===== src/acbx_pkg.sv =====
// acbx_pkg: constants shared by the vendor ata command block executor and its fifo
// assumes one 100 MHz core clock and a simple register-access port toward the drive
package acbx_pkg;
    localparam logic [7:0] SUBCMD_ATA      = 8'h24;
    // action control byte fields
    localparam int         ACT_IDENTIFY    = 7;
    localparam int         ACT_UDMA        = 6;
    localparam int         ACT_DEVSRC      = 5;
    localparam int         ACT_DERR_CONT   = 4;
    localparam int         ACT_PERR_CONT   = 3;
    localparam int         ACT_POLL_SKIP   = 2;
    localparam int         ACT_SEL_AFTER   = 1;
    localparam int         ACT_READBACK    = 0;
    // drive bit within the device/head byte
    localparam int         DEV_BIT         = 4;
    localparam int         BSY_BIT         = 7;
    localparam int         ERR_BIT         = 0;
    localparam int         IDX_DEVHEAD     = 6;
    localparam int         IDX_COMMAND     = 7;
    localparam logic [3:0] RB_LEN          = 4'h8;
    localparam int         FIFO_DEPTH      = 16;
    localparam int         FIFO_WIDTH      = 8;
    localparam logic [7:0] RESET_BYTE      = 8'h00;
    // task-file addresses per mask bit
    localparam logic [9:0] TF_ADDR [8] = '{10'h3f6, 10'h1f1, 10'h1f2, 10'h1f3,
                                          10'h1f4, 10'h1f5, 10'h1f6, 10'h1f7};
    typedef enum logic [6:0] {
        ST_IDLE  = 7'h01,
        ST_POLL  = 7'h02,
        ST_WAIT  = 7'h04,
        ST_ACC   = 7'h08,
        ST_DATA  = 7'h10,
        ST_PUSH  = 7'h20,
        ST_DONE  = 7'h40
    } acbx_state_t;
endpackage : acbx_pkg


===== src/acbx_fifo.sv =====
// acbx_fifo: flip-flop fifo with valid/ready on both sides
// assumes both sides on clk_sys
`timescale 1ns/1ps
module acbx_fifo
    import acbx_pkg::*;
#(
    parameter int WIDTH = 8,
    parameter int DEPTH = 16
) (
    input  wire logic             clk_sys,
    input  wire logic             rstn,
    input  wire logic [WIDTH-1:0] inData,
    input  wire logic             inValid,
    output logic                  inReady,
    output logic      [WIDTH-1:0] outData,
    output logic                  outValid,
    input  wire logic             outReady
);
    localparam int AW = $clog2(DEPTH);
    logic [WIDTH-1:0] mem_ff [DEPTH];
    logic [AW-1:0]    wrPtr_ff;
    logic [AW-1:0]    rdPtr_ff;
    logic [AW:0]      count_ff;
    logic             doWr;
    logic             doRd;

    assign inReady  = (count_ff != DEPTH[AW:0]);
    assign outValid = (count_ff != '0);
    assign outData  = mem_ff[rdPtr_ff];
    assign doWr     = inValid && inReady;
    assign doRd     = outValid && outReady;

    // storage writes
    always_ff @(posedge clk_sys) begin
        if (doWr) begin
            mem_ff[wrPtr_ff] <= inData;
        end
    end

    // pointers and fill count
    always_ff @(posedge clk_sys) begin
        if (!rstn) begin
            wrPtr_ff <= '0;
            rdPtr_ff <= '0;
            count_ff <= '0;
        end else begin
            if (doWr) begin
                wrPtr_ff <= wrPtr_ff + 1'b1;
            end
            if (doRd) begin
                rdPtr_ff <= rdPtr_ff + 1'b1;
            end
            if (doWr && !doRd) begin
                count_ff <= count_ff + 1'b1;
            end else if (doRd && !doWr) begin
                count_ff <= count_ff - 1'b1;
            end
        end
    end

    chk_fifo_no_overflow: assert property (@(posedge clk_sys) disable iff (!rstn)
        count_ff <= DEPTH) else $error("fifo count above depth");
endmodule : acbx_fifo


===== src/acbx_executor.sv =====
// acbx_executor: interprets the action control byte and register select mask of a
// vendor ata command block and sequences task-file accesses toward the drive
// assumes the command block arrives as a one-cycle strobe with all bytes parallel,
// and that the drive port answers each access with a one-cycle done pulse
`timescale 1ns/1ps
module acbx_executor
    import acbx_pkg::*;
(
    input  wire logic        clk_sys,
    input  wire logic        rstn,
    // command block from the usb side
    input  wire logic        cmdValid,
    input  wire logic [7:0]  subcommandByte,
    input  wire logic [7:0]  actionControlByte,
    input  wire logic [7:0]  registerSelectMask,
    input  wire logic [63:0] taskFileWriteData,
    input  wire logic        lunDriveBit,
    output logic             cmdReady_ff,
    // readback stream toward the host
    output logic [7:0]       rbData_ff,
    output logic             rbValid_ff,
    input  wire logic        rbReady,
    // task-file access port toward the drive
    output logic             tfReq_ff,
    output logic             tfWrite_ff,
    output logic [9:0]       tfAddr_ff,
    output logic [7:0]       tfWrData_ff,
    input  wire logic [7:0]  tfRdData,
    input  wire logic        tfDone,
    // data phase control toward the transfer engine
    output logic             dataStart_ff,
    output logic             useUdma_ff,
    output logic             identifyData_ff,
    input  wire logic        dataDone,
    input  wire logic        devErrPin,
    input  wire logic        phaseErrPin,
    output logic             dataHalt_ff,
    output logic             busy_ff,
    output logic             cmdDone_ff
);
    ////////////////////////////////////////////////////////////////////////////////
    // pin synchronisers for drive-side error lines
    logic [1:0] devErrSync_ff;
    logic [1:0] phaseErrSync_ff;

    // two-stage sync, logic reads only the second stage
    always_ff @(posedge clk_sys) begin
        if (!rstn) begin
            devErrSync_ff   <= 2'h0;
            phaseErrSync_ff <= 2'h0;
        end else begin
            devErrSync_ff   <= {devErrSync_ff[0], devErrPin};
            phaseErrSync_ff <= {phaseErrSync_ff[0], phaseErrPin};
        end
    end

    ////////////////////////////////////////////////////////////////////////////////
    // latched command
    acbx_state_t state_ff;
    logic [7:0]  act_ff;
    logic [7:0]  mask_ff;
    logic [63:0] wrBytes_ff;
    logic [3:0]  idx_ff;
    logic        selDone_ff;
    logic [7:0]  rdByte;
    logic        fifoInReady;
    logic [7:0]  fifoOutData;
    logic        fifoOutValid;
    logic        fifoPop;
    logic        accept;
    logic        curSel;
    logic        skipCmdNow;
    logic [7:0]  devByte;

    assign accept  = cmdValid && cmdReady_ff && (subcommandByte == SUBCMD_ATA);
    assign curSel  = mask_ff[idx_ff[2:0]];
    // command already went out before the late selection pass, not again
    assign skipCmdNow = act_ff[ACT_SEL_AFTER] && selDone_ff
                        && (idx_ff[2:0] == IDX_COMMAND[2:0]);

    always_comb begin
        devByte = wrBytes_ff[8*IDX_DEVHEAD +: 8];
        if (!act_ff[ACT_DEVSRC]) begin
            devByte[DEV_BIT] = lunDriveBit;
        end
    end

    // latch command fields on acceptance
    always_ff @(posedge clk_sys) begin
        if (!rstn) begin
            act_ff     <= 8'h00;
            mask_ff    <= 8'h00;
            wrBytes_ff <= 64'h0;
        end else if (accept) begin
            act_ff     <= actionControlByte;
            mask_ff    <= registerSelectMask;
            wrBytes_ff <= taskFileWriteData;
        end
    end

    ////////////////////////////////////////////////////////////////////////////////
    // sequencer
    always_ff @(posedge clk_sys) begin
        if (!rstn) begin
            state_ff   <= ST_IDLE;
            idx_ff     <= 4'h0;
            selDone_ff <= 1'b0;
        end else begin
            case (state_ff)
                ST_IDLE: begin
                    if (accept) begin
                        idx_ff     <= 4'h0;
                        selDone_ff <= 1'b0;
                        state_ff   <= actionControlByte[ACT_POLL_SKIP] ? ST_ACC : ST_POLL;
                    end
                end
                ST_POLL: begin
                    state_ff <= ST_WAIT;
                end
                ST_WAIT: begin
                    // repeat alternate status read until busy clear
                    if (tfDone) begin
                        state_ff <= tfRdData[BSY_BIT] ? ST_POLL : ST_ACC;
                    end
                end
                ST_ACC: begin
                    if (idx_ff == RB_LEN) begin
                        if (act_ff[ACT_SEL_AFTER] && !selDone_ff && !act_ff[ACT_READBACK]
                            && mask_ff[IDX_DEVHEAD]) begin
                            selDone_ff <= 1'b1;
                            idx_ff     <= 4'(IDX_DEVHEAD);
                        end else begin
                            state_ff <= act_ff[ACT_READBACK] ? ST_DONE : ST_DATA;
                        end
                    end else if (tfReq_ff) begin
                        if (tfDone) begin
                            state_ff <= act_ff[ACT_READBACK] ? ST_PUSH : ST_ACC;
                            idx_ff   <= act_ff[ACT_READBACK] ? idx_ff : idx_ff + 4'h1;
                        end
                    end else if (act_ff[ACT_READBACK]) begin
                        // unselected registers still produce a zero byte
                        if (!curSel) begin
                            state_ff <= ST_PUSH;
                        end
                    end else if (!curSel || (skipCmdNow)
                                 || (act_ff[ACT_SEL_AFTER] && !selDone_ff
                                     && idx_ff[2:0] == IDX_DEVHEAD[2:0])) begin
                        idx_ff <= idx_ff + 4'h1;
                    end
                end
                ST_PUSH: begin
                    if (fifoInReady) begin
                        idx_ff   <= idx_ff + 4'h1;
                        state_ff <= ST_ACC;
                    end
                end
                ST_DATA: begin
                    // halt ends the data phase early
                    if (dataDone || dataHalt_ff) begin
                        state_ff <= ST_DONE;
                    end
                end
                ST_DONE: begin
                    state_ff <= ST_IDLE;
                end
                default: begin
                    state_ff <= ST_IDLE;
                end
            endcase
        end
    end

    ////////////////////////////////////////////////////////////////////////////////
    // task-file access requests
    always_ff @(posedge clk_sys) begin
        if (!rstn) begin
            tfReq_ff    <= 1'b0;
            tfWrite_ff  <= 1'b0;
            tfAddr_ff   <= 10'h0;
            tfWrData_ff <= 8'h00;
        end else if (state_ff == ST_POLL) begin
            tfReq_ff   <= 1'b1;
            tfWrite_ff <= 1'b0;
            tfAddr_ff  <= TF_ADDR[0];
        end else if (state_ff == ST_ACC && !tfReq_ff && idx_ff != RB_LEN && curSel
                     && (act_ff[ACT_READBACK] || !skipCmdNow)
                     && !(act_ff[ACT_SEL_AFTER] && !act_ff[ACT_READBACK] && !selDone_ff
                          && idx_ff[2:0] == IDX_DEVHEAD[2:0])) begin
            // access only selected registers at mapped addresses
            tfReq_ff    <= 1'b1;
            tfWrite_ff  <= !act_ff[ACT_READBACK];
            tfAddr_ff   <= TF_ADDR[idx_ff[2:0]];
            tfWrData_ff <= (idx_ff[2:0] == IDX_DEVHEAD[2:0]) ? devByte
                                                             : wrBytes_ff[8*idx_ff[2:0] +: 8];
        end else if (tfDone) begin
            tfReq_ff <= 1'b0;
        end
    end

    assign rdByte = curSel ? tfRdData : RESET_BYTE;
    logic [7:0] rbHold_ff;

    // capture read data when a readback access completes
    always_ff @(posedge clk_sys) begin
        if (!rstn) begin
            rbHold_ff <= 8'h00;
        end else if (state_ff == ST_ACC && act_ff[ACT_READBACK]) begin
            rbHold_ff <= (tfReq_ff && tfDone) ? rdByte : RESET_BYTE;
        end
    end

    ////////////////////////////////////////////////////////////////////////////////
    // readback bytes leave in mask order through the fifo
    acbx_fifo #(
        .WIDTH (FIFO_WIDTH),
        .DEPTH (FIFO_DEPTH)
    ) u_fifo (
        .clk_sys  (clk_sys),
        .rstn     (rstn),
        .inData   (rbHold_ff),
        .inValid  (state_ff == ST_PUSH),
        .inReady  (fifoInReady),
        .outData  (fifoOutData),
        .outValid (fifoOutValid),
        .outReady (fifoPop)
    );

    assign fifoPop = fifoOutValid && (!rbValid_ff || rbReady);

    // output register stage for the readback stream
    always_ff @(posedge clk_sys) begin
        if (!rstn) begin
            rbValid_ff <= 1'b0;
            rbData_ff  <= 8'h00;
        end else if (fifoPop) begin
            rbValid_ff <= 1'b1;
            rbData_ff  <= fifoOutData;
        end else if (rbReady) begin
            rbValid_ff <= 1'b0;
        end
    end

    ////////////////////////////////////////////////////////////////////////////////
    // data phase control
    always_ff @(posedge clk_sys) begin
        if (!rstn) begin
            dataStart_ff    <= 1'b0;
            useUdma_ff      <= 1'b0;
            identifyData_ff <= 1'b0;
            dataHalt_ff     <= 1'b0;
        end else begin
            dataStart_ff <= (state_ff == ST_ACC) && idx_ff == RB_LEN && !act_ff[ACT_READBACK]
                            && !(act_ff[ACT_SEL_AFTER] && !selDone_ff && mask_ff[IDX_DEVHEAD]);
            useUdma_ff      <= act_ff[ACT_UDMA];
            identifyData_ff <= act_ff[ACT_IDENTIFY];
            if (state_ff == ST_IDLE) begin
                dataHalt_ff <= 1'b0;
            end else if (state_ff == ST_DATA) begin
                // error halts unless continue bit set
                if ((devErrSync_ff[1] && !act_ff[ACT_DERR_CONT])
                    || (phaseErrSync_ff[1] && !act_ff[ACT_PERR_CONT])) begin
                    dataHalt_ff <= 1'b1;
                end
            end
        end
    end

    // handshake and status outputs
    always_ff @(posedge clk_sys) begin
        if (!rstn) begin
            cmdReady_ff <= 1'b0;
            busy_ff     <= 1'b0;
            cmdDone_ff  <= 1'b0;
        end else begin
            cmdReady_ff <= (state_ff == ST_IDLE) && !accept;
            busy_ff     <= (state_ff != ST_IDLE) || accept;
            cmdDone_ff  <= (state_ff == ST_DONE);
        end
    end

    ////////////////////////////////////////////////////////////////////////////////
    // checks
    // skip unselected
    chk_sel_only_access: assert property (@(posedge clk_sys) disable iff (!rstn)
        $rose(tfReq_ff) && state_ff != ST_WAIT |-> mask_ff[idx_ff[2:0]])
        else $error("unselected register accessed");
    chk_readback_no_write: assert property (@(posedge clk_sys) disable iff (!rstn)
        tfReq_ff && act_ff[ACT_READBACK] |-> !tfWrite_ff)
        else $error("write during readback");
    chk_poll_skip: assert property (@(posedge clk_sys) disable iff (!rstn)
        accept && actionControlByte[ACT_POLL_SKIP] |=> state_ff == ST_ACC)
        else $error("poll not skipped");
    chk_dev_err_halt: assert property (@(posedge clk_sys) disable iff (!rstn)
        state_ff == ST_DATA && devErrSync_ff[1] && !act_ff[ACT_DERR_CONT] |=> dataHalt_ff)
        else $error("device error did not halt");
    chk_phase_continue: assert property (@(posedge clk_sys) disable iff (!rstn)
        state_ff == ST_DATA && !devErrSync_ff[1] && act_ff[ACT_PERR_CONT] && !dataHalt_ff
        |=> !dataHalt_ff)
        else $error("halted despite continue");
    chk_zero_unselected: assert property (@(posedge clk_sys) disable iff (!rstn)
        state_ff == ST_ACC && act_ff[ACT_READBACK] && !tfReq_ff && !curSel
        && idx_ff != RB_LEN |=> rbHold_ff == 8'h00)
        else $error("unselected byte not zero");
    // device control address for bit zero
    chk_addr_map: assert property (@(posedge clk_sys) disable iff (!rstn)
        $rose(tfReq_ff) && tfWrite_ff && idx_ff == 4'h0 |-> tfAddr_ff == 10'h3f6)
        else $error("bit zero address wrong");
    chk_udma_select: assert property (@(posedge clk_sys) disable iff (!rstn)
        dataStart_ff |-> useUdma_ff == act_ff[ACT_UDMA])
        else $error("udma select mismatch");
    // late selection pass never repeats the command write
    chk_cmd_once_late: assert property (@(posedge clk_sys) disable iff (!rstn)
        $rose(tfReq_ff) && tfWrite_ff && act_ff[ACT_SEL_AFTER] && selDone_ff
        |-> tfAddr_ff != TF_ADDR[IDX_COMMAND])
        else $error("command written twice");
endmodule : acbx_executor


===== config.mk =====
export PLATFORM = sky130hd
export DESIGN_NAME = acbx_executor
export DESIGN_NICKNAME = d
export VERILOG_FILES = /design/src/acbx_pkg.sv /design/src/acbx_fifo.sv /design/src/acbx_executor.sv
export SDC_FILE = /design/constraint.sdc
export NUM_CORES = 1
export LEC_CHECK = 0
export BUFFER_PORTS_ARGS = -buffer_cell sky130_fd_sc_hd__buf_4
export CAP_MARGIN = 20
export CORE_MARGIN = 10
export CORE_UTILIZATION = 40
export DETAILED_ROUTE_END_ITERATION = 10
export GPL_TIMING_DRIVEN = 0
export PLACE_DENSITY_LB_ADDON = 0.05
export REMOVE_ABC_BUFFERS = 1
export SLEW_MARGIN = 20
export SYNTH_ARGS = -nofsm -noshare
export SYNTH_HDL_FRONTEND = slang
export SYNTH_HIERARCHICAL = 1
export SYNTH_SLANG_ARGS = --single-unit

===== constraint.sdc =====
create_clock -name clk_sys -period 4.4 [get_ports clk_sys]
set_clock_uncertainty 0.05 [all_clocks]
set_input_delay 0 -clock clk_sys [delete_from_list [all_inputs] [get_ports clk_sys]]
set_output_delay 0 -clock clk_sys [all_outputs]
set_load 0.1 [all_outputs]

Yosys cells after proc, flatten, opt, wreduce, memory -nomap -nowiden
Memory sizes are Yosys's and may differ from the RTL's. A register that Yosys moved wholly into a read port is not among the register bits.
Index checks and enable logic that the tools add are counted.
{"block": "totals", "elab_cells": 179, "mem_bits_ro": 80, "ram_bits": 128, "regBits": 145, "memories": 2}
{"block": "classes", "n_reduce_logical": 65, "n_shift": 1, "n_mux": 48, "eq_ne": 28, "addsub": 5, "n_lt_le_gt_ge": 2, "bitwise": 3}
{"memory": "u_fifo.mem_ff", "words": 16, "width": 8, "rd": 1, "rd_clocked_by_memory_dff": 1, "write_ports": 1, "line": "acbx_fifo.sv:20", "rtl": "logic [WIDTH-1:0] mem_ff [DEPTH];"}
{"memory": "(no name shown)", "words": 8, "width": 10, "rd": 1, "rd_clocked_by_memory_dff": 0, "write_ports": 0, "line": "acbx_executor.sv:192", "rtl": "tfAddr_ff <= TF_ADDR[idx_ff[2:0]];"}
{"operator": "$mux 7", "count": 11}
{"operator": "$shiftx 64x7->8", "count": 1}
{"operator": "$mux 4", "count": 11}
{"operator": "$pmux 7 s6", "count": 1}
{"operator": "$mux 10", "count": 4}
{"operator": "$logic_and 1x1->1", "count": 30}
{"operator": "$mux 8", "count": 3}
{"operator": "$ne 4x3->1 const B", "count": 6}
{"operator": "$reduce_and 8->1", "count": 2}
{"operator": "$logic_not 1->1", "count": 14}
{"operator": "$add 4x1->4 const B", "count": 3}
{"operator": "$mux 1", "count": 12}
{"operator": "$pmux 4 s3", "count": 1}
{"operator": "$mux 5", "count": 2}
{"operator": "$ne 2x2->1 const B", "count": 5}
{"operator": "$eq 8x6->1 const B", "count": 1}
{"operator": "$reduce_bool 2->1", "count": 4}
{"operator": "$eq 7x1->1 const B", "count": 1}
{"operator": "$eq 7x2->1 const B", "count": 1}
{"operator": "$eq 7x3->1 const B", "count": 1}
{"operator": "$eq 7x4->1 const B", "count": 1}
{"operator": "$eq 7x5->1 const B", "count": 1}
{"operator": "$eq 7x6->1 const B", "count": 1}
{"operator": "$eq 7x7->1 const B", "count": 1}
{"operator": "22 further kinds", "count": 34}

Longest topological paths before layout
Gate-level depths: netlist of run 1.
{"block": "depth", "ltp_word": 10, "ltp_mapped": 13, "mapped_depth_nobuf": 12}

Hierarchy
Netlist of run 1, hierarchy kept.
{"module": "acbx_executor", "cells_each": 680, "n_inst": 1, "area_per_inst_um2": 6042.0, "seq_area_each_um2": 2682.6}
{"module": "acbx_fifo", "cells_each": 306, "n_inst": 1, "area_per_inst_um2": 5750.5, "seq_area_each_um2": 4184.0}

Worst setup path before layout of run 1
No wires, ideal clock.
{"block": "synth_timing", "kind": "reg2reg", "start": "register rbValid_ff", "end": "register u_fifo.count_ff[3]", "path_stages_with_launch": 13, "t_arrival_ps": 3329, "setup_slack_ps": 959, "synth_period_minus_slack_ps": 3441, "path_cell_list": "dfxtp_1 > nor2b_1 > nand2b_1 > clkbuf_1 > clkinv_1 > o21ai_4 > ha_1 > inv_1 > ha_1 > a21o_2 > a21oi_1 > or4b_2 > nand3_1"}
{"block": "synth_via", "elab_chain_len": 7, "elab_cells_between_ends": 9, "cone_classes": "mux (1); reduce/logical (8)"}
{"element": "start, declared", "line": "acbx_executor.sv:21", "rtl": "output logic rbValid_ff,"}
{"element": "start signal, assigned", "line": "acbx_executor.sv:233", "rtl": "rbValid_ff <= 1'b0;"}
{"element": "start signal, assigned", "line": "acbx_executor.sv:236", "rtl": "rbValid_ff <= 1'b1;"}
{"element": "start signal, assigned", "line": "acbx_executor.sv:239", "rtl": "rbValid_ff <= 1'b0;"}
{"element": "$logic_not 1->1 *", "line": "acbx_executor.sv:228", "rtl": "assign fifoPop = fifoOutValid && (!rbValid_ff || rbReady);"}
{"element": "$logic_or 1x1->1 *", "line": "acbx_executor.sv:228"}
{"element": "$logic_and 1x1->1 *", "line": "acbx_executor.sv:228"}
{"element": "named net fifoPop", "line": "acbx_executor.sv:69", "rtl": "logic fifoPop;"}
{"element": "$logic_and 1x1->1 *", "line": "acbx_fifo.sv:31", "rtl": "assign doRd = outValid && outReady;"}
{"element": "$logic_not 1->1", "line": "acbx_fifo.sv:53", "rtl": "if (doWr && !doRd) begin"}
{"element": "$logic_and 1x1->1", "line": "acbx_fifo.sv:53"}
{"element": "$mux 5 / $reduce_bool 2->1 (equally long branches)"}
{"element": "end signal, assigned", "line": "acbx_fifo.sv:54", "rtl": "count_ff <= count_ff + 1'b1;"}
{"element": "end signal, assigned", "line": "acbx_fifo.sv:56", "rtl": "count_ff <= count_ff - 1'b1;"}
{"element": "end, declared", "line": "acbx_fifo.sv:23", "rtl": "logic [AW:0] count_ff;"}
The timed path passes the listed nets; every way through them passes the cells marked *.
A chain may end at the register's enable or synchronous reset.

Worst setup path in the final report of run 1
{"block": "layout_timing", "start": "register u_fifo.count_ff[0]", "end": "register u_fifo.count_ff[3]"}
{"block": "layout_via", "elab_chain_len": 6, "elab_cells_between_ends": 14, "cone_classes": "add/sub (2); eq/ne (1); mux (2); reduce/logical (9)"}
{"element": "$reduce_bool 5->1 *", "line": "acbx_fifo.sv:28", "rtl": "assign outValid = (count_ff != '0);"}
{"element": "named net fifoOutValid", "line": "acbx_executor.sv:68", "rtl": "logic fifoOutValid;"}
{"element": "$logic_and 1x1->1 *", "line": "acbx_executor.sv:228"}
{"element": "named net fifoPop", "line": "acbx_executor.sv:69"}
{"element": "$logic_and 1x1->1 *", "line": "acbx_fifo.sv:31"}
{"element": "$logic_not 1->1", "line": "acbx_fifo.sv:53"}
{"element": "$logic_and 1x1->1", "line": "acbx_fifo.sv:53"}
{"element": "$mux 5 / $reduce_bool 2->1 (equally long branches)"}
The timed path passes the listed nets; every way through them passes the cells marked *. The select of a mux whose other input is x is not followed.

==> metrics.txt, run 1 <==
Crit-path slowest cell nor4_1; post-synthesis cell type count 71; crit end category register; top post-synthesis cells by count nand2_1, dfxtp_1, edfxtp_1; Design Power 5.96 mW; initial drt markers 382; gr ovfl total 0; post-CTS setup buffer count 0; Mean Syn Cell Area 12.0 um2; vias per cell 5.06; Flop pwr share 0.461; Ys Warns 6; final wirelength 28700 um; area of the multi-input gates 4620 um2; Mapped Area 11800 um2; gp weighted congestion 0.767; Crit path largest cell delay 0.61 ns; Clk pwr share 0.449; Fin. Hold Viols 0; row cnt 62; area grow syn2layout 29.7%; htree depth 1; Critical Path Most Common Cell ha_1; drt pass-1 iters 5; Detail Route Antenna Nets 0; Rel. slew slack 0.289; clock root buffer clkbuf_16; largest area contributor in the netlist edfxtp_1; Die Y 192 um; switching share of power 0.222; worst path arrival time 4.35 ns; Initial Util 0.408; die area 36700 um2; async set-reset flop share out of synthesis 0; maximum fanout along the worst path 10; VDD IR max 0.294 mV; Storage cell area 6880 um2; #FFs+latches synth 279; port buffer count 139; # setup viols final 0; post_cts resized 0; met1 WL 12700 um; fmax 255 MHz; setup TNS 0 ns; DR DRC count 0; GRT Total Usage 0.156; HPWL Detailed 18600 um; largest cells by area after synthesis edfxtp_1, dfxtp_1, mux4_2, nand2_1, a21boi_0; Met3 Wirelength 1380 um; CP Class reg -> reg; vias in the first global route 8519; CTS tree done; Longest Clk Path Bufs 3; Min-Delay Path Class in -> reg; Layout Nets 1318; crit path launch type register; Critical Path RT 4.83 ns; TritonCTS Buffers 30; combinational group share of total power 0.089; fin util 0.528; number of flops mapped to enable cells by yosys 128; filler instances 2577; top sig layer met4; DIE WIDTH 192 um; unrepaired setup endpoints after global routing no; total core area 28900 um2; Pins Over Slew Limit 0; sequential share of the synthesized area 0.582; P_leak 5.45 nW; Synth Instances 986; status finished clean; layout cells sized above 1 0.225; Clock Sinks 279; first-pass GRT wire length 46600 um; share of the synthesized area in the top cell type 0.326; crit-path cells nor4_1 > nand2_1 > nand2b_1 > clkinv_1 > o21ai_4 > ha_1 > inv_1 > ha_1 > a21o_2 > a21oi_1 > or4b_2 > nand3_1; predominant post-synthesis flop cell dfxtp_1; max-cap viol count 0; via count 8130; P_int 4.64 mW; Pwr Density 390 nW/um2; Worst R2R Setup Slack 0.48 ns; antenna violations before repair 1; Min Clock Period, post-route 3.92 ns; Hold Slack 0.0196 ns; sw power 1.33 mW; count leader, synth nand2_1; Final period util 0.890; WL/cell 17.9 um; metal2 WL 14300 um; hold_buf cts 103; Worst-Skew Late Latency 0.55 ns; worst-margin pin slew 1.06 ns; clk slew on worst S/H paths 0.06 ns; I/O Pins 141; largest net degree at the start of global routing 154
[metrics by stage]
step | setup slack [ns] | cells | instance area (um2)
final | 0.482 | 1607 | 15300
after global routing | 0.178 | 1607 | 15300
after CTS | 0.396 | 1605 | 15300
after detailed placement | 0.431 | 1446 | 13200
after global placement | -0.239 | 1441 | 13000
after floorplan | 0.282 | 918 | 11500
[kinds of logic after synthesis]
family                     Yosys count  synth area share
and+or+nand+nor                    352             0.140
muxes                               71             0.112
xor gates and xnor gates             7           0.00520
DFF                                279             0.582
AOI/OAI and AO/OA                  178             0.114
adders and majority gates           15            0.0166
buffers and inverters               83            0.0294
other                                1          0.000318
[sequential cells by signal, indices dropped and copies added, names as in the netlist, 2 cells and up, named ones only]
name,cells
mask_ff,8
idx_ff,4
state_ff,7
u_fifo/count_ff,5
u_fifo/wrPtr_ff,4
phaseErrSync_ff,2
devErrSync_ff,2
rbData_ff,8
u_fifo/mem_ff,128
u_fifo/rdPtr_ff,4
wrBytes_ff,64
tfWrData_ff,8
tfAddr_ff,5
act_ff,7
rbHold_ff,8
[worst max-delay path: cells and delay by family, from the launching register on]
family / cells / cell delay (ns)
AND/OR/NAND/NOR: 5 / 1.96
flip-flops: 1 / 0.37
buffers and inverters: 2 / 0.57
AO/OA/AOI/OAI: 3 / 0.42
adder cells (fa/ha/maj): 2 / 0.49
[power groups by stage]
| stage | clock network (mW) | registers [mW] | logic (mW) |
|---|---|---|---|
| 6_report | 2.68 | 2.75 | 0.533 |
| 5_1_grt | 2.86 | 2.75 | 0.577 |
| 4_1_cts | 2.76 | 2.75 | 0.533 |
| 3_5_place_dp | 0 | 2.81 | 0.462 |
| 3_3_place_gp | 0 | 2.81 | 0.460 |
| 2_1_floorplan | 0 | 2.89 | 0.205 |
[cell usage in the layout (no fill, tap or decap), types with 9 or more instances in the layout]
| cell type | count |
|---|---|
| ha_1 | 14 |
| clkbuf_16 | 31 |
| nand3_1 | 10 |
| and2_1 | 15 |
| mux4_2 | 49 |
| mux2i_1 | 21 |
| dlygate4sd3_1 | 103 |
| nor2b_1 | 18 |
| a21boi_0 | 88 |
| a22oi_1 | 24 |
| nand2_1 | 222 |
| edfxtp_1 | 128 |
| o21ai_0 | 17 |
| clkbuf_8 | 9 |
| inv_1 | 14 |
| buf_4 | 139 |
| dfxtp_1 | 146 |
| nor2_1 | 28 |
[per-layer routing]
metal,global-route usage,up-vias
li1,-,3997
met1,0.200,3965
met2,0.266,136
met3,0.0345,32
met4,0.0319,0
met5,0,-
[worst paths after layout]
check / endpoint / startpoint / depth (start not counted)
setup / recovery: u_fifo/count_ff[3] / u_fifo/count_ff[0] / 12
hold reg to reg: devErrSync_ff[1] / devErrSync_ff[0] / 1
setup reg to reg: u_fifo/count_ff[3] / u_fifo/count_ff[0] / 12
hold / removal: act_ff[0] / subcommandByte[6] / 5
[area by class of cell]
| class | count | area share |
|---|---|---|
| Clock inverter | 11 | 0.0101 |
| Antenna cell | 1 | 0.000164 |
| Inverter | 15 | 0.00368 |
| Tap cell | 384 | 0.0314 |
| Sequential cell | 279 | 0.450 |
| Clock buffer | 45 | 0.0602 |
| Multi-Input combinational cell | 624 | 0.302 |
| Timing Repair Buffer | 248 | 0.142 |
No activity file was read; power rests on OpenSTA's default activity.
==> run 2, diff against run 1 <==
--- a/config.mk
+++ b/config.mk
@@ -8,7 +8,7 @@
 export BUFFER_PORTS_ARGS = -buffer_cell sky130_fd_sc_hd__buf_4
 export CAP_MARGIN = 20
 export CORE_MARGIN = 10
-export CORE_UTILIZATION = 40
+export CORE_UTILIZATION = 35
 export DETAILED_ROUTE_END_ITERATION = 10
 export GPL_TIMING_DRIVEN = 0
 export PLACE_DENSITY_LB_ADDON = 0.05
==> run 2 against run 1 <==
Net effect:
- routed wire length is 5.9% higher
- critical path depth did not move
- cell count increased by 3.9%
- clock-buffer cell count is 4 higher
- register-to-register slack gained 0.17 ns
- sequential share of layout area unchanged
- critical path type unchanged
- largest power group unchanged
==> metrics.txt, run 2 (synthesis gave the netlist of run 1 again) <==
clk slew on worst S/H paths 0.06 ns (about the same); met3 usage in global routing 0.0325 (was 0.0345); Hold Slack 0.0377 ns (was 0.0196 ns); Min Clock Period, post-route 3.75 ns (was 3.92 ns); layout cells sized above 1 0.221 (was 0.225); # setup viols final 0 (unchanged); status finished clean (unchanged); vias in the first global route 8681 (was 8519); Most Crowded Layer GR met2 (unchanged); most frequent cells in the layout nand2_1, dfxtp_1, buf_4, edfxtp_1, dlygate4sd3_1 (unchanged); Longest Clk Path Bufs 3 (unchanged); Pins Over Slew Limit 0 (unchanged); Layout Nets 1320 (was 1318); Initial Util 0.353 (was 0.408); final wirelength 30400 um (was 28700 um); max-cap viol count 0 (unchanged); Biggest register u_fifo/mem_ff (unchanged); grt met2 use 0.252 (was 0.266); fmax 267 MHz (was 255 MHz); initial drt markers 339 (was 382); maximum fanout along the worst path 10 (unchanged); HPWL Detailed 19800 um (was 18600 um); P_leak 5.41 nW (was 5.45 nW); WL/cell 18.2 um (was 17.9 um); met1 usage 0.186 (was 0.200); drt pass-1 iters 6 (was 5); antenna violations before repair 0 (was 1); vias per cell 4.85 (was 5.06); Fin. Hold Viols 0 (unchanged); worst path arrival time 4.19 ns (was 4.35 ns); Detail Route Antenna Nets 0 (unchanged); htree depth 1 (unchanged); diode count 0 (was 1); via count 8101 (was 8130); crit end category register (unchanged); VDD IR max 0.315 mV (was 0.294 mV); port buffer count 139 (unchanged); row cnt 67 (was 62); Rel. slew slack 0.326 (was 0.289); I/O Pins 141 (unchanged); max reg flops 128 (unchanged); Setup WS post-layout 0.651 ns (was 0.482 ns); Clock Sinks 279 (unchanged); die area 41400 um2 (was 36700 um2); Critical Path RT 4.85 ns (was 4.83 ns); Final period util 0.852 (was 0.890); total core area 33400 um2 (was 28900 um2); gp weighted congestion 0.759 (was 0.767); worst-margin pin slew 1.01 ns (was 1.06 ns); unrepaired setup endpoints after global routing no (unchanged); Pwr Density 378 nW/um2 (was 390 nW/um2); crit path launch type register (unchanged); clock root buffer clkbuf_16 (unchanged); DR DRC count 0 (unchanged); CTS tree done (unchanged); CP Class reg -> reg (unchanged); Min-Delay Path Class in -> reg (unchanged); first-pass GRT wire length 48800 um (was 46600 um); Die Y 204 um (was 192 um); gr ovfl total 0 (unchanged); DIE WIDTH 204 um (was 192 um); TritonCTS Buffers 31 (was 30); leading cell type in the layout, fill and taps excluded nand2_1 (unchanged); Worst-Skew Late Latency 0.57 ns (was 0.55 ns); largest net degree at the start of global routing 154 (unchanged); area grow syn2layout 29.7% (unchanged); Top Registers u_fifo/mem_ff x128, wrBytes_ff x64 (unchanged); GRT Total Usage 0.147 (was 0.156); DP Worst Slack 0.241 ns (was 0.431 ns); fin util 0.458 (was 0.528)
==> run 2: cell count changes in the layout (fill, tap and decap cells not counted), sizes merged <==
cell	previous run	this run
clkbuf	45	49
dlygate4sd3	103	104
diode	1	0
clkinvlp	1	0
clkinv	7	6
bufinv	4	0
inv	14	15
==> run 2: repair_timing <==
item,CTS,global route
setup buffers,0,0
hold buffers,104,0
resized for setup,0,1
endpoints found under the hold margin,97,0
setup endpoints to repair,0,1
==> run 2: area by class of cell <==
type / instances / area, um2
well taps: 448 / 561
clock buffers: 49 / 925
repair buffers: 249 / 2190
multi-input cells: 624 / 4630
fillers: 3170 / 18100
inverters: 15 / 56.3
clock inverters: 6 / 52.6
flip-flops and latches: 279 / 6880
==> run 2: path summary, 6_finish.rpt <==
kind / startpoint / to / slack [ns] / depth (start not counted)
worst max-delay path: u_fifo/count_ff[0] / u_fifo/count_ff[3] / 0.65 / 12
worst min-delay path: rstn / rbValid_ff / 0.04 / 2
worst max register to register: u_fifo/count_ff[0] / u_fifo/count_ff[3] / 0.65 / 12
worst min register to register: devErrSync_ff[0] / devErrSync_ff[1] / 0.38 / 1
==> run 2: per-stage QoR <==
stage          area [um2]  TNS [ns]  cells  power, mW
2_1_floorplan       11500         0    918       3.10
3_3_place_gp        13100     -4.17   1505       3.28
3_5_place_dp        13300         0   1511       3.27
4_1_cts             15300         0   1670       5.85
5_1_grt             15300         0   1670       6.01
6_report            15300         0   1670       5.78
==> run 2: worst max-delay path, stage by stage (launching register included) <==
cell and delay [ns]:
dfxtp_1 0.37, nor4_2 0.48, nand2_1 0.21, nand2b_1 0.36
clkinv_1 0.48, o21ai_4 0.24, ha_1 0.21, inv_1 0.11
ha_1 0.29, a21o_2 0.11, a21oi_1 0.08, or4b_2 0.61
nand3_1 0.08
==> run 2: layer usage <==
| layer | wire [um] | share of wire |
|---|---|---|
| met1 | 13600 | 0.45 |
| met4 | 502 | 0.016 |
| met2 | 14900 | 0.49 |
| met5 | 0 | 0 |
| met3 | 1370 | 0.045 |
==> run 2: power breakdown <==
group	switching, mW	total (mW)	internal, mW	leakage [nW]
clock network	1.04	2.48	1.44	0.480
logic	0.286	0.544	0.257	2.41
registers	0.0394	2.75	2.71	2.52
total	1.37	5.78	4.41	5.41
